## config.mk

```make
export PLATFORM = sky130hd
export DESIGN_NAME = acc_conv_ctrl
export DESIGN_NICKNAME = d
export VERILOG_FILES = /design/src/core/acc_conv_ctrl.v
export VERILOG_INCLUDE_DIRS = /design/src /design/src/core
export SDC_FILE = /design/constraint.sdc
export NUM_CORES = 1
export LEC_CHECK = 0
export BUFFER_PORTS_ARGS = -buffer_cell sky130_fd_sc_hd__buf_2
export CAP_MARGIN = 20
export CORE_MARGIN = 3
export CORE_UTILIZATION = 45
export CTS_CLUSTER_SIZE = 20
export DETAILED_ROUTE_END_ITERATION = 6
export GPL_TIMING_DRIVEN = 0
export PLACE_DENSITY = 0.84
export SLEW_MARGIN = 20
export SYNTH_ARGS = -nofsm -noshare
export SYNTH_HDL_FRONTEND = slang
export SYNTH_SLANG_ARGS = --single-unit
```

## constraint.sdc

```tcl
create_clock -name SYS_CLK -period 5 [get_ports SYS_CLK]
set_clock_uncertainty 0.1 [all_clocks]
set_input_delay 0.75 -clock SYS_CLK [delete_from_list [all_inputs] [get_ports SYS_CLK]]
set_output_delay 0.75 -clock SYS_CLK [all_outputs]
set_load 0.02 [all_outputs]
```

## src/core/acc_defs.vh

```
// register offsets, field positions, reset values and timing counts
// for the converter control block; included by the design file
`ifndef ACC_DEFS_VH
`define ACC_DEFS_VH
`define ACC_OFS_CTRL0     8'h00
`define ACC_OFS_CTRL1     8'h04
`define ACC_OFS_PINEN     8'h08
`define ACC_OFS_RES_LO    8'h0C
`define ACC_OFS_RES_HI    8'h10
`define ACC_OFS_INTEN     8'h14
`define ACC_OFS_INTFLG    8'h18
`define ACC_B_START       7
`define ACC_B_BUSY        6
`define ACC_B_POFF        5
`define ACC_B_JUST        4
`define ACC_B_IREF        7
`define ACC_B_BGEN        6
`define ACC_B_REFS        4
`define ACC_B_GIE         1
`define ACC_B_CIE         0
`define ACC_CTRL1_RST     8'h00
`define ACC_PINEN_RST     5'h1F
`define ACC_CONV_CYCLES   5'h10
`define ACC_DIV_STOP      3'h7
`endif

```

## src/core/acc_conv_ctrl.v

```verilog
// converter control: wishbone registers, start/busy sequencing,
// conversion clock divider, pin routing and result registers.
// assumes an external sar core delivering a 12-bit code on SAR_DATA
// when the sixteenth conversion clock tick ends the cycle.
//
// Summary of operation
// - ref select: supply or external pin
// - divider codes 0..6 give fsys/2^n
// - pin enables make analog inputs, reset ones
// - analog pin drops its pull-high
// - analog pin overrides port direction
// - start rise then fall begins conversion
// - start held high resets converter, busy one
// - busy clears when conversion finishes
// - end of conversion sets interrupt flag
// - interrupt needs global and converter enable
// - conversion lasts sixteen conversion clocks
// - converter powered only while power-off clear
// - result is 12-bit unsigned code
// - justify bit selects left or right alignment
// - channel select, internal reference override
// - busy read-only, resets to one
`timescale 1ns/1ps
`include "acc_defs.vh"
module acc_conv_ctrl #(
  parameter NPIN = 5
) (
  input  wire        SYS_CLK,    // system clock 100 MHz
  input  wire        RSTN,       // async reset, active low
  input  wire        WB_CYC_I,   // bus cycle
  input  wire        WB_STB_I,   // strobe
  input  wire        WB_WE_I,    // write enable
  input  wire [7:0]  WB_ADR_I,   // byte address
  input  wire [3:0]  WB_SEL_I,   // byte selects
  input  wire [31:0] WB_DAT_I,   // write data
  output reg  [31:0] WB_DAT_O,   // read data
  output reg         WB_ACK_O,   // acknowledge
  input  wire [11:0] SAR_DATA,   // code from sar core
  input  wire [NPIN-1:0] PULLUP_CFG, // software pull-high setting
  input  wire [NPIN-1:0] PORT_DIR,   // port direction, 1 = input
  output reg         SAR_RESET,  // converter held in reset
  output reg         SAR_RUN,    // conversion in progress
  output reg         SAR_CLK_TICK, // conversion clock tick
  output reg         SAR_POWER,  // analog core powered
  output reg         REF_EXT,    // 1 = external reference pin
  output reg         REF_PIN_OTHER_EN, // other functions on ref pin
  output reg         BANDGAP_EN, // bandgap enable
  output reg  [2:0]  MUX_SEL,    // input 0..4
  output reg         MUX_IREF,   // internal 1.25 V routed
  output reg  [NPIN-1:0] ANALOG_EN,  // pin is analog input
  output reg  [NPIN-1:0] PULLUP_EN,  // effective pull-high
  output reg  [NPIN-1:0] PORT_DIR_EFF, // effective direction
  output reg         CONV_IRQ    // converter interrupt
);
  reg         start_q;
  reg         poff_q;
  reg         just_q;
  reg  [2:0]  chan_q;
  reg  [7:0]  ctrl1_q;
  reg  [NPIN-1:0] pinen_q;
  reg         gie_q;
  reg         cie_q;
  reg         flag_q;
  reg         busy_q;
  reg         run_q;
  reg  [5:0]  div_cnt_q;
  reg  [4:0]  tick_cnt_q;
  reg  [11:0] res_q;
  wire        acc_wr;
  wire        acc_rd;
  wire        tick;
  wire        done;
  wire        start_fall;
  wire        start_rise;
  wire [2:0]  div_sel;
  wire [5:0]  div_max;
  reg  [31:0] rd_d;
  wire [15:0] res_w;

  // register map, byte offsets on the bus
  //   0x00 ctrl0: bit7 start, bit6 busy (read-only), bit5 power-off,
  //        bit4 justify, bit3 reads zero, bits2:0 channel
  //   0x04 ctrl1: bit7 internal source, bit6 bandgap, bit5 zero,
  //        bit4 reference select, bit3 zero, bits2:0 divider code
  //   0x08 pin enables, bits4:0, all ones after reset
  //   0x0C result low byte, read-only
  //   0x10 result high byte, read-only
  //   0x14 interrupt enables: bit1 global, bit0 converter
  //   0x18 completion flag: bit0, write one to clear
  //   other offsets read zero, writes there are ignored
  //
  // conversion sequence as software sees it
  //   write start high: converter reset, busy forced high
  //   write start low with power-off clear: run begins
  //   each conversion clock spans 2^code system clocks
  //   sixteenth tick ends the run: result, busy clear, flag
  //   power-off during a run: run dropped, busy stays high
  //   divider code seven: run held, no ticks issued
  //
  // hazards and limits
  //   start left high keeps the converter in reset
  //   flag set and software clear in one cycle: set wins
  //   both result bytes come from one register, torn if a run ends between the two reads
  //   busy reads high after reset until a run completes
  //   divider range is not policed: software picks the code
  //   busy and result registers ignore bus writes

  assign acc_wr = WB_CYC_I & WB_STB_I & WB_WE_I & ~WB_ACK_O & WB_SEL_I[0];
  assign acc_rd = WB_CYC_I & WB_STB_I & ~WB_WE_I & ~WB_ACK_O;
  assign start_rise = acc_wr && WB_ADR_I == `ACC_OFS_CTRL0 &&
                      WB_DAT_I[`ACC_B_START] && !start_q;
  assign start_fall = acc_wr && WB_ADR_I == `ACC_OFS_CTRL0 &&
                      !WB_DAT_I[`ACC_B_START] && start_q;
  assign div_sel = ctrl1_q[2:0];
  // divide ratio minus one, 2^code - 1
  assign div_max = (6'h01 << div_sel) - 6'h01;
  assign tick = run_q && !poff_q && div_sel != `ACC_DIV_STOP &&
                div_cnt_q == div_max;
  assign done = tick && tick_cnt_q == `ACC_CONV_CYCLES - 5'h01;

  // register writes and sequencing state
  // writes land at the edge that takes the request,
  // the same edge that raises the acknowledge
  always @(posedge SYS_CLK or negedge RSTN)
  begin
    if (!RSTN)
    begin
      start_q <= 1'b0;
      poff_q  <= 1'b1;
      just_q  <= 1'b0;
      chan_q  <= 3'h0;
      ctrl1_q <= `ACC_CTRL1_RST;
      pinen_q <= `ACC_PINEN_RST;
      gie_q   <= 1'b0;
      cie_q   <= 1'b0;
      flag_q  <= 1'b0;
    end
    else
    begin
      if (acc_wr)
      begin
        case (WB_ADR_I)
          `ACC_OFS_CTRL0:
          begin
            start_q <= WB_DAT_I[`ACC_B_START];
            poff_q  <= WB_DAT_I[`ACC_B_POFF];
            just_q  <= WB_DAT_I[`ACC_B_JUST];
            chan_q  <= WB_DAT_I[2:0];
          end
          `ACC_OFS_CTRL1: ctrl1_q <= WB_DAT_I[7:0] & 8'hD7;
          `ACC_OFS_PINEN: pinen_q <= WB_DAT_I[NPIN-1:0];
          `ACC_OFS_INTEN:
          begin
            gie_q <= WB_DAT_I[`ACC_B_GIE];
            cie_q <= WB_DAT_I[`ACC_B_CIE];
          end
          default: ;
        endcase
      end
      // set wins over software clear (write 1 to clear)
      if (done)
        flag_q <= 1'b1;
      else if (acc_wr && WB_ADR_I == `ACC_OFS_INTFLG && WB_DAT_I[0])
        flag_q <= 1'b0;
    end
  end

  // busy, run and conversion clock counters
  // start or power-off holds every counter at zero, so a new
  // run always begins with a full first conversion clock;
  // the run ends 16 * 2^code cycles after the start-low edge
  always @(posedge SYS_CLK or negedge RSTN)
  begin
    if (!RSTN)
    begin
      busy_q     <= 1'b1;
      run_q      <= 1'b0;
      div_cnt_q  <= 6'h00;
      tick_cnt_q <= 5'h00;
      res_q      <= 12'h000;
    end
    else if (start_rise || start_q || poff_q)
    begin
      // start high: converter reset, busy forced; power-off aborts
      if (start_rise || start_q)
        busy_q <= 1'b1;
      // power-off written with the start fall keeps the run off
      run_q      <= start_fall && !WB_DAT_I[`ACC_B_POFF];
      div_cnt_q  <= 6'h00;
      tick_cnt_q <= 5'h00;
    end
    else if (run_q)
    begin
      if (div_sel == `ACC_DIV_STOP || div_cnt_q == div_max)
        div_cnt_q <= 6'h00;
      else
        div_cnt_q <= div_cnt_q + 6'h01;
      if (tick)
        tick_cnt_q <= tick_cnt_q + 5'h01;
      if (done)
      begin
        run_q  <= 1'b0;
        busy_q <= 1'b0;
        res_q  <= SAR_DATA;
      end
    end
  end

  // result bytes in the selected alignment
  assign res_w = just_q ? {4'h0, res_q} : {res_q, 4'h0};

  // read mux
  // unimplemented bits and unmapped offsets read zero
  always @*
  begin
    rd_d = 32'h00000000;
    case (WB_ADR_I)
      `ACC_OFS_CTRL0:  rd_d = {24'h000000, start_q, busy_q, poff_q,
                               just_q, 1'b0, chan_q};
      `ACC_OFS_CTRL1:  rd_d = {24'h000000, ctrl1_q};
      `ACC_OFS_PINEN:  rd_d = {{(32-NPIN){1'b0}}, pinen_q};
      `ACC_OFS_RES_LO: rd_d = {24'h000000, res_w[7:0]};
      `ACC_OFS_RES_HI: rd_d = {24'h000000, res_w[15:8]};
      `ACC_OFS_INTEN:  rd_d = {30'h00000000, gie_q, cie_q};
      `ACC_OFS_INTFLG: rd_d = {31'h00000000, flag_q};
      default:         rd_d = 32'h00000000;
    endcase
  end

  // bus answer one cycle after request
  // ack is a one-cycle pulse; read data stays until next read
  always @(posedge SYS_CLK or negedge RSTN)
  begin
    if (!RSTN)
    begin
      WB_ACK_O <= 1'b0;
      WB_DAT_O <= 32'h00000000;
    end
    else
    begin
      WB_ACK_O <= WB_CYC_I & WB_STB_I & ~WB_ACK_O;
      if (acc_rd)
        WB_DAT_O <= rd_d;
    end
  end

  // registered analog-side outputs
  // each follows its state one cycle late; run is masked by
  // reset and power-off so the core never sees run together
  // with reset or with power removed
  // pins enabled as analog drop pull-high and read as inputs
  // internal source routed: every pin disconnected
  // ref pin shared functions off while external ref chosen
  always @(posedge SYS_CLK or negedge RSTN)
  begin
    if (!RSTN)
    begin
      SAR_RESET        <= 1'b1;
      SAR_RUN          <= 1'b0;
      SAR_CLK_TICK     <= 1'b0;
      SAR_POWER        <= 1'b0;
      REF_EXT          <= 1'b0;
      REF_PIN_OTHER_EN <= 1'b1;
      BANDGAP_EN       <= 1'b0;
      MUX_SEL          <= 3'h0;
      MUX_IREF         <= 1'b0;
      ANALOG_EN        <= {NPIN{1'b0}};
      PULLUP_EN        <= {NPIN{1'b0}};
      PORT_DIR_EFF     <= {NPIN{1'b0}};
      CONV_IRQ         <= 1'b0;
    end
    else
    begin
      SAR_RESET        <= start_q || poff_q;
      SAR_RUN          <= run_q && !start_q && !poff_q;
      SAR_CLK_TICK     <= tick;
      SAR_POWER        <= !poff_q;
      REF_EXT          <= ctrl1_q[`ACC_B_REFS];
      REF_PIN_OTHER_EN <= !ctrl1_q[`ACC_B_REFS];
      BANDGAP_EN       <= ctrl1_q[`ACC_B_BGEN];
      MUX_SEL          <= chan_q[2] ? 3'h4 : chan_q;
      MUX_IREF         <= ctrl1_q[`ACC_B_IREF];
      ANALOG_EN        <= ctrl1_q[`ACC_B_IREF] ? {NPIN{1'b0}} : pinen_q;
      PULLUP_EN        <= PULLUP_CFG & ~pinen_q;
      PORT_DIR_EFF     <= PORT_DIR | pinen_q;
      CONV_IRQ         <= flag_q & gie_q & cie_q;
    end
  end
endmodule

```

==> flow_summary.ini, run 1 <==
[global_route]
grt_start_max_net_pins = 44
grt_overflow = 0
grt_pass1_vias = 2815
grt_usage = 0.183
antenna_found_initial = 0
grt_pass1_wl_mm = 13.9

[power]
clockPowerShare = 0.408
p_sw_w = 0.000319
power_frac_comb = 0.101
p_leak_nw = 2.45
pwr-share-seq = 0.491
p_int_w = 0.00108
cellPowerDensity_nw_per_um2 = 296
max-vdd-ir-drop_uv = 167
p_sw_frac = 0.228

[worst_setup_path]
worstSetupPathType = reg -> reg
cpMaxStageDelayCell = a311o_1
r2r-start = ctrl1_q[2]
crit_chain = buf_2, or3_1, ha_1, xnor2_1, nand3_1, a311o_1, nor3_4, nand3_4, buf_6, mux2_4
crit_path_start_kind = register
r2r_end = res_q[10]
required_ps = 5130
worst_r2r_path_depth = 10
cp.arrival_ps = 3380
crit_path_max_fanout = 10
max_stage_delay_ps = 460
crit_cells = 10
r2r_slack_ps = 1750
cpLargestDelayFamily = simple AND/OR/NAND/NOR gates
worst-path-buf-inv = 2
crit_path_end_kind = register

[synth]
synth_edf_count = 0
yosysWarnings = 0
netlist_area_um2 = 3860
ys_seq_area_frac = 0.528
synth-seq-cells = 81
synth_flop_cell = dfrtp_1
syn-mean-instance-area_um2 = 11.3
synth_cells = 342
synth.distinct_cells = 52
ys_async_sr_fraction = 1.00

[timing]
hold_viol_final = 0
holdWs_ps = 253
tightest_slew_ps = 791
post-route-min-period_ps = 3250
min_period_over_period = 0.650
fmax_mhz = 308
maxSlewViolCount = 0
relSlewSlack = 0.469
setup_tns_ps = 0
setup_viol = 0
rsz0062_at_grt = false

[detailed_routing]
drt_drc_violations_left = 0
ant_nets = 0
via_per_inst = 5.07
drt_iter0_markers = 159
drtPass1Iterations = 5
num_vias = 2859
routed_wl_mm = 8.42
avgRoutedWirePerCell_um = 14.9

[clock_tree]
path_clk_slew_ps = 80
postCtsSetupBuffers = 0
cts_resized = 0
cts_buffer_depth = 2
cts_made_buffers = 9
cts_tree = done
holdBufCountCts = 0
root_buffer = clkbuf_8
htreeDepth = 3
clkLatencyLatePin_ps = 350
cts.sinks = 81

[layout]
final_common_cell = buf_2
antennaDiodeCount = 0
final_cell_mix = 79 x buf_2, 72 x dfrtp_1, 29 x nor2_1
layout-drive-gt1-share = 0.364
final_cells = 564
syn_to_final_growth_pct = 22.4
fillCellCount = 706
final_util = 0.572
fin_nets = 529

[floorplan]
core.rowCount = 33
fp.dieW_um = 98.6
die_y_um = 98.6
die-area_um2 = 9720
core_area_um2 = 8260
start_util = 0.467
num_io_pins = 131

[worst_hold_path]
min_path_type = in -> async

[run_status]
outcome = completed

[placement]
io_buffers = 77
gp_congestion = 0.867
dp.cells = 548
dp_hpwl_mm = 6.39

[run]
cap_violations = 0
## routing by layer
| metal | track usage | vias up | share of wire |
|---|---|---|---|
| met2 | 0.277 | 114 | 0.45 |
| met4 | 0.101 | 0 | 0.031 |
| met5 | 0 | - | 0 |
| met3 | 0.0432 | 20 | 0.074 |
| met1 | 0.243 | 1357 | 0.44 |
| li1 | - | 1368 | - |
## worst max-delay path by stage
stage	from	end	slack, ps
2_1_floorplan	ctrl1_q[2]	res_q[10]	2040
5_1_grt	ctrl1_q[2]	res_q[5]	1590
4_1_cts	ctrl1_q[2]	res_q[10]	1750
3_5_place_dp	ctrl1_q[2]	res_q[3]	1770
6_report	ctrl1_q[2]	res_q[10]	1750
3_3_place_gp	ctrl1_q[2]	res_q[11]	1870
## worst reg2reg max path: stages, from the launching register on
cell	delay [ps]
dfrtp_1	360
buf_2	170
or3_1	390
ha_1	260
xnor2_1	220
nand3_1	100
a311o_1	460
nor3_4	430
nand3_4	150
buf_6	190
mux2_4	300
## cells in the mapped netlist, types with 5 or more instances
cell type | n | share of area
dfstp_2 | 9 | 0.061
mux2_4 | 10 | 0.039
nor2_1 | 29 | 0.028
xnor2_1 | 7 | 0.016
o21ai_0 | 7 | 0.0091
mux2_1 | 8 | 0.023
clkbuf_1 | 6 | 0.0058
a21oi_1 | 9 | 0.012
inv_1 | 10 | 0.0097
nand2_1 | 26 | 0.025
buf_4 | 24 | 0.047
nor3_1 | 6 | 0.0078
nor2b_1 | 14 | 0.023
a31oi_1 | 7 | 0.011
mux2_2 | 15 | 0.044
dfrtp_1 | 72 | 0.47
mux2i_1 | 7 | 0.018
nand3_1 | 8 | 0.010
or2_2 | 7 | 0.011
o22ai_1 | 5 | 0.0081
## kinds of logic after synthesis
group | Yosys count | share of synthesized area
multiplexers | 41 | 0.130
XOR/XNOR | 7 | 0.0159
buffers and inverters | 46 | 0.0710
AO/OA/AOI/OAI | 50 | 0.0895
AND/OR/NAND/NOR | 112 | 0.152
other | 1 | 0.000972
flip-flops | 81 | 0.528
adder cells (fa/ha/maj) | 4 | 0.0130
## area by class of cell
class                   count  area (µm²)  share of cell area
plain buffers              36         236              0.0501
clock buffers              13         149              0.0315
clock inverters             3        90.1              0.0191
inverters                  10        37.5             0.00794
multi-input cells         238        1630               0.346
flip-flops and latches     81        2040               0.431
well taps                 105         131              0.0278
repair buffers             78         408              0.0863
## power by group through the flow
stage          clock network [W]  logic (W)  registers [W]
2_1_floorplan                  0  0.0000843       0.000703
3_5_place_dp                   0   0.000141       0.000699
4_1_cts                 0.000583   0.000142       0.000686
5_1_grt                 0.000608   0.000156       0.000690
3_3_place_gp                   0   0.000134       0.000698
6_report                0.000571   0.000141       0.000687
## sequential cells by signal, summed over array words and instances (netlist names), 3 cells and up
name and flops:
div_cnt_q 6, chan_q 3, res_q 12, WB_DAT_O 8, PORT_DIR_EFF 5, ctrl1_q 6
PULLUP_EN 5, tick_cnt_q 5, ANALOG_EN 5, MUX_SEL 3, pinen_q 5
## per-stage QoR
stage,power [W],instance area (µm²),setup slack [ps]
floorplan,0.000787,3950,2040
CTS,0.00141,4720,1750
finish,0.00140,4720,1750
detailed placement,0.000840,4490,1770
global route,0.00145,4720,1590
global placement,0.000831,4460,1870
No activity file was read; power rests on OpenSTA's default activity.
==> run 2, diff against run 1 <==
==> constraint.sdc (replaced) <==
create_clock -name SYS_CLK -period 3.2 [get_ports SYS_CLK]
set_clock_uncertainty 0.1 [all_clocks]
set_input_delay 0.48 -clock SYS_CLK [delete_from_list [all_inputs] [get_ports SYS_CLK]]
set_output_delay 0.48 -clock SYS_CLK [all_outputs]
set_load 0.02 [all_outputs]
==> flow_summary.ini, run 2 (same netlist as run 1, synthesis figures left out) <==
[run_status]
outcome = completed

[worst_setup_path]
required_ps = 3330
crit_path_start_kind = register
cp.arrival_ps = 3180
crit_path_max_fanout = 10
crit_path_end_kind = register
worstSetupPathType = reg -> reg

[detailed_routing]
avgRoutedWirePerCell_um = 14.8
num_vias = 2881
ant_nets = 0
drt_iter0_markers = 189
routed_wl_mm = 8.39
via_per_inst = 5.08
drtPass1Iterations = 7
drt_drc_violations_left = 0

[global_route]
grt_usage = 0.183
grt_overflow = 0
antenna_found_initial = 0
grt_pass1_vias = 2826
grt_start_max_net_pins = 44
grt_pass1_wl_mm = 13.9

[layout]
layout-drive-gt1-share = 0.370
fillCellCount = 706
syn_to_final_growth_pct = 23.3
final_util = 0.576
regMostFlops = res_q
antennaDiodeCount = 0
final_common_cell = buf_2
final_cell_mix = 79 x buf_2, 72 x dfrtp_1, 29 x nor2_1
largest_reg_flops = 12
fin_nets = 532
final_cells = 567
reg.largest.list = res_q x12, WB_DAT_O x8

[placement]
dp.cells = 548
dp_hpwl_mm = 6.39
gp_congestion = 0.867
io_buffers = 77

[clock_tree]
path_clk_slew_ps = 80
cts_made_buffers = 9
cts_buffer_depth = 2
root_buffer = clkbuf_8
cts.sinks = 81
clkLatencyLatePin_ps = 350
htreeDepth = 3
cts_tree = done

[timing]
min_period_over_period = 0.952
tightest_slew_ps = 705
hold_viol_final = 0
fmax_mhz = 328
maxSlewViolCount = 0
post-route-min-period_ps = 3050
relSlewSlack = 0.526
setup_viol = 0
rsz0062_at_grt = false

[power]
p_sw_w = 0.000497
max-vdd-ir-drop_uv = 261
p_sw_frac = 0.228
p_leak_nw = 2.47
cellPowerDensity_nw_per_um2 = 459
power_frac_comb = 0.101
pwr-share-seq = 0.491
p_int_w = 0.00169
clockPowerShare = 0.408

[run]
cap_violations = 0

[floorplan]
num_io_pins = 131
start_util = 0.467
die-area_um2 = 9720
core_area_um2 = 8260
fp.dieW_um = 98.6
die_y_um = 98.6
core.rowCount = 33

[worst_hold_path]
min_path_type = in -> reg
run 2: final cells by class:
| cell class | count | area, µm² | share of cell area |
|---|---|---|---|
| flip-flops and latches | 81 | 2040 | 0.428 |
| plain buffers | 36 | 236 | 0.0497 |
| repair buffers | 81 | 433 | 0.0910 |
| multi-input cells | 238 | 1640 | 0.345 |
| inverters | 10 | 37.5 | 0.00789 |
| clock inverters | 3 | 90.1 | 0.0189 |
| clock buffers | 13 | 149 | 0.0313 |
| well taps | 105 | 131 | 0.0276 |
run 2: critical path, cell delays in order (launching register included):
cell and delay (ps):
dfrtp_1 360, buf_2 170, or3_1 390, ha_1 280, xnor2_2 180, nand3_1 90, a311o_2 460, nor3_4 280
nand3_4 130, buf_6 190, mux2_4 300
run 2: final timing paths:
| check | from | to | slack, ps | cells past startpoint |
|---|---|---|---|---|
| max | ctrl1_q[2] | res_q[10] | 150 | 10 |
| min | PORT_DIR[3] | PORT_DIR_EFF[3] | 210 | 2 |
| max reg2reg | ctrl1_q[2] | res_q[10] | 150 | 10 |
| min reg2reg | ctrl1_q[4] | REF_EXT | 340 | 0 |
| max in group asynchronous | RSTN | REF_PIN_OTHER_EN | 1810 | 3 |
| min in group asynchronous | RSTN | SAR_POWER | 530 | 2 |
run 2: through the flow:
stage	hold WS, ps	instance area (µm²)	power, W	TNS (ps)	setup slack [ps]
3_3_place_gp	325	4460	0.00130	0	68.4
5_1_grt	206	4760	0.00227	0	13.0
4_1_cts	194	4730	0.00221	0	15.8
3_5_place_dp	329	4490	0.00131	-206	-25.4
6_report	212	4760	0.00219	0	154
2_1_floorplan	84.4	3950	0.00123	0	236
run 2: what timing repair did:
| item | in CTS | in global routing |
|---|---|---|
| hold endpoints to repair | 21 | 0 |
| gates resized for setup | 0 | 2 |
| setup endpoints to repair | 10 | 10 |
| pin swaps | 1 | 2 |
| hold buffers | 1 | 0 |
| buffers inserted | 0 | 2 |
run 2: metal layers:
| metal | up-vias | share of wire | track usage |
|---|---|---|---|
| li1 | 1375 | - | - |
| met1 | 1385 | 0.45 | 0.242 |
| met2 | 106 | 0.46 | 0.278 |
| met3 | 15 | 0.070 | 0.0432 |
| met4 | 0 | 0.026 | 0.101 |
| met5 | - | 0 | 0 |
run 2: power by group through the flow:
stage	clock, W	combinational, W	sequential, W
finish	0.000892	0.000221	0.00107
global route	0.000949	0.000246	0.00108
CTS	0.000910	0.000223	0.00107
detailed placement	0	0.000220	0.00109
global placement	0	0.000209	0.00109
floorplan	0	0.000132	0.00110
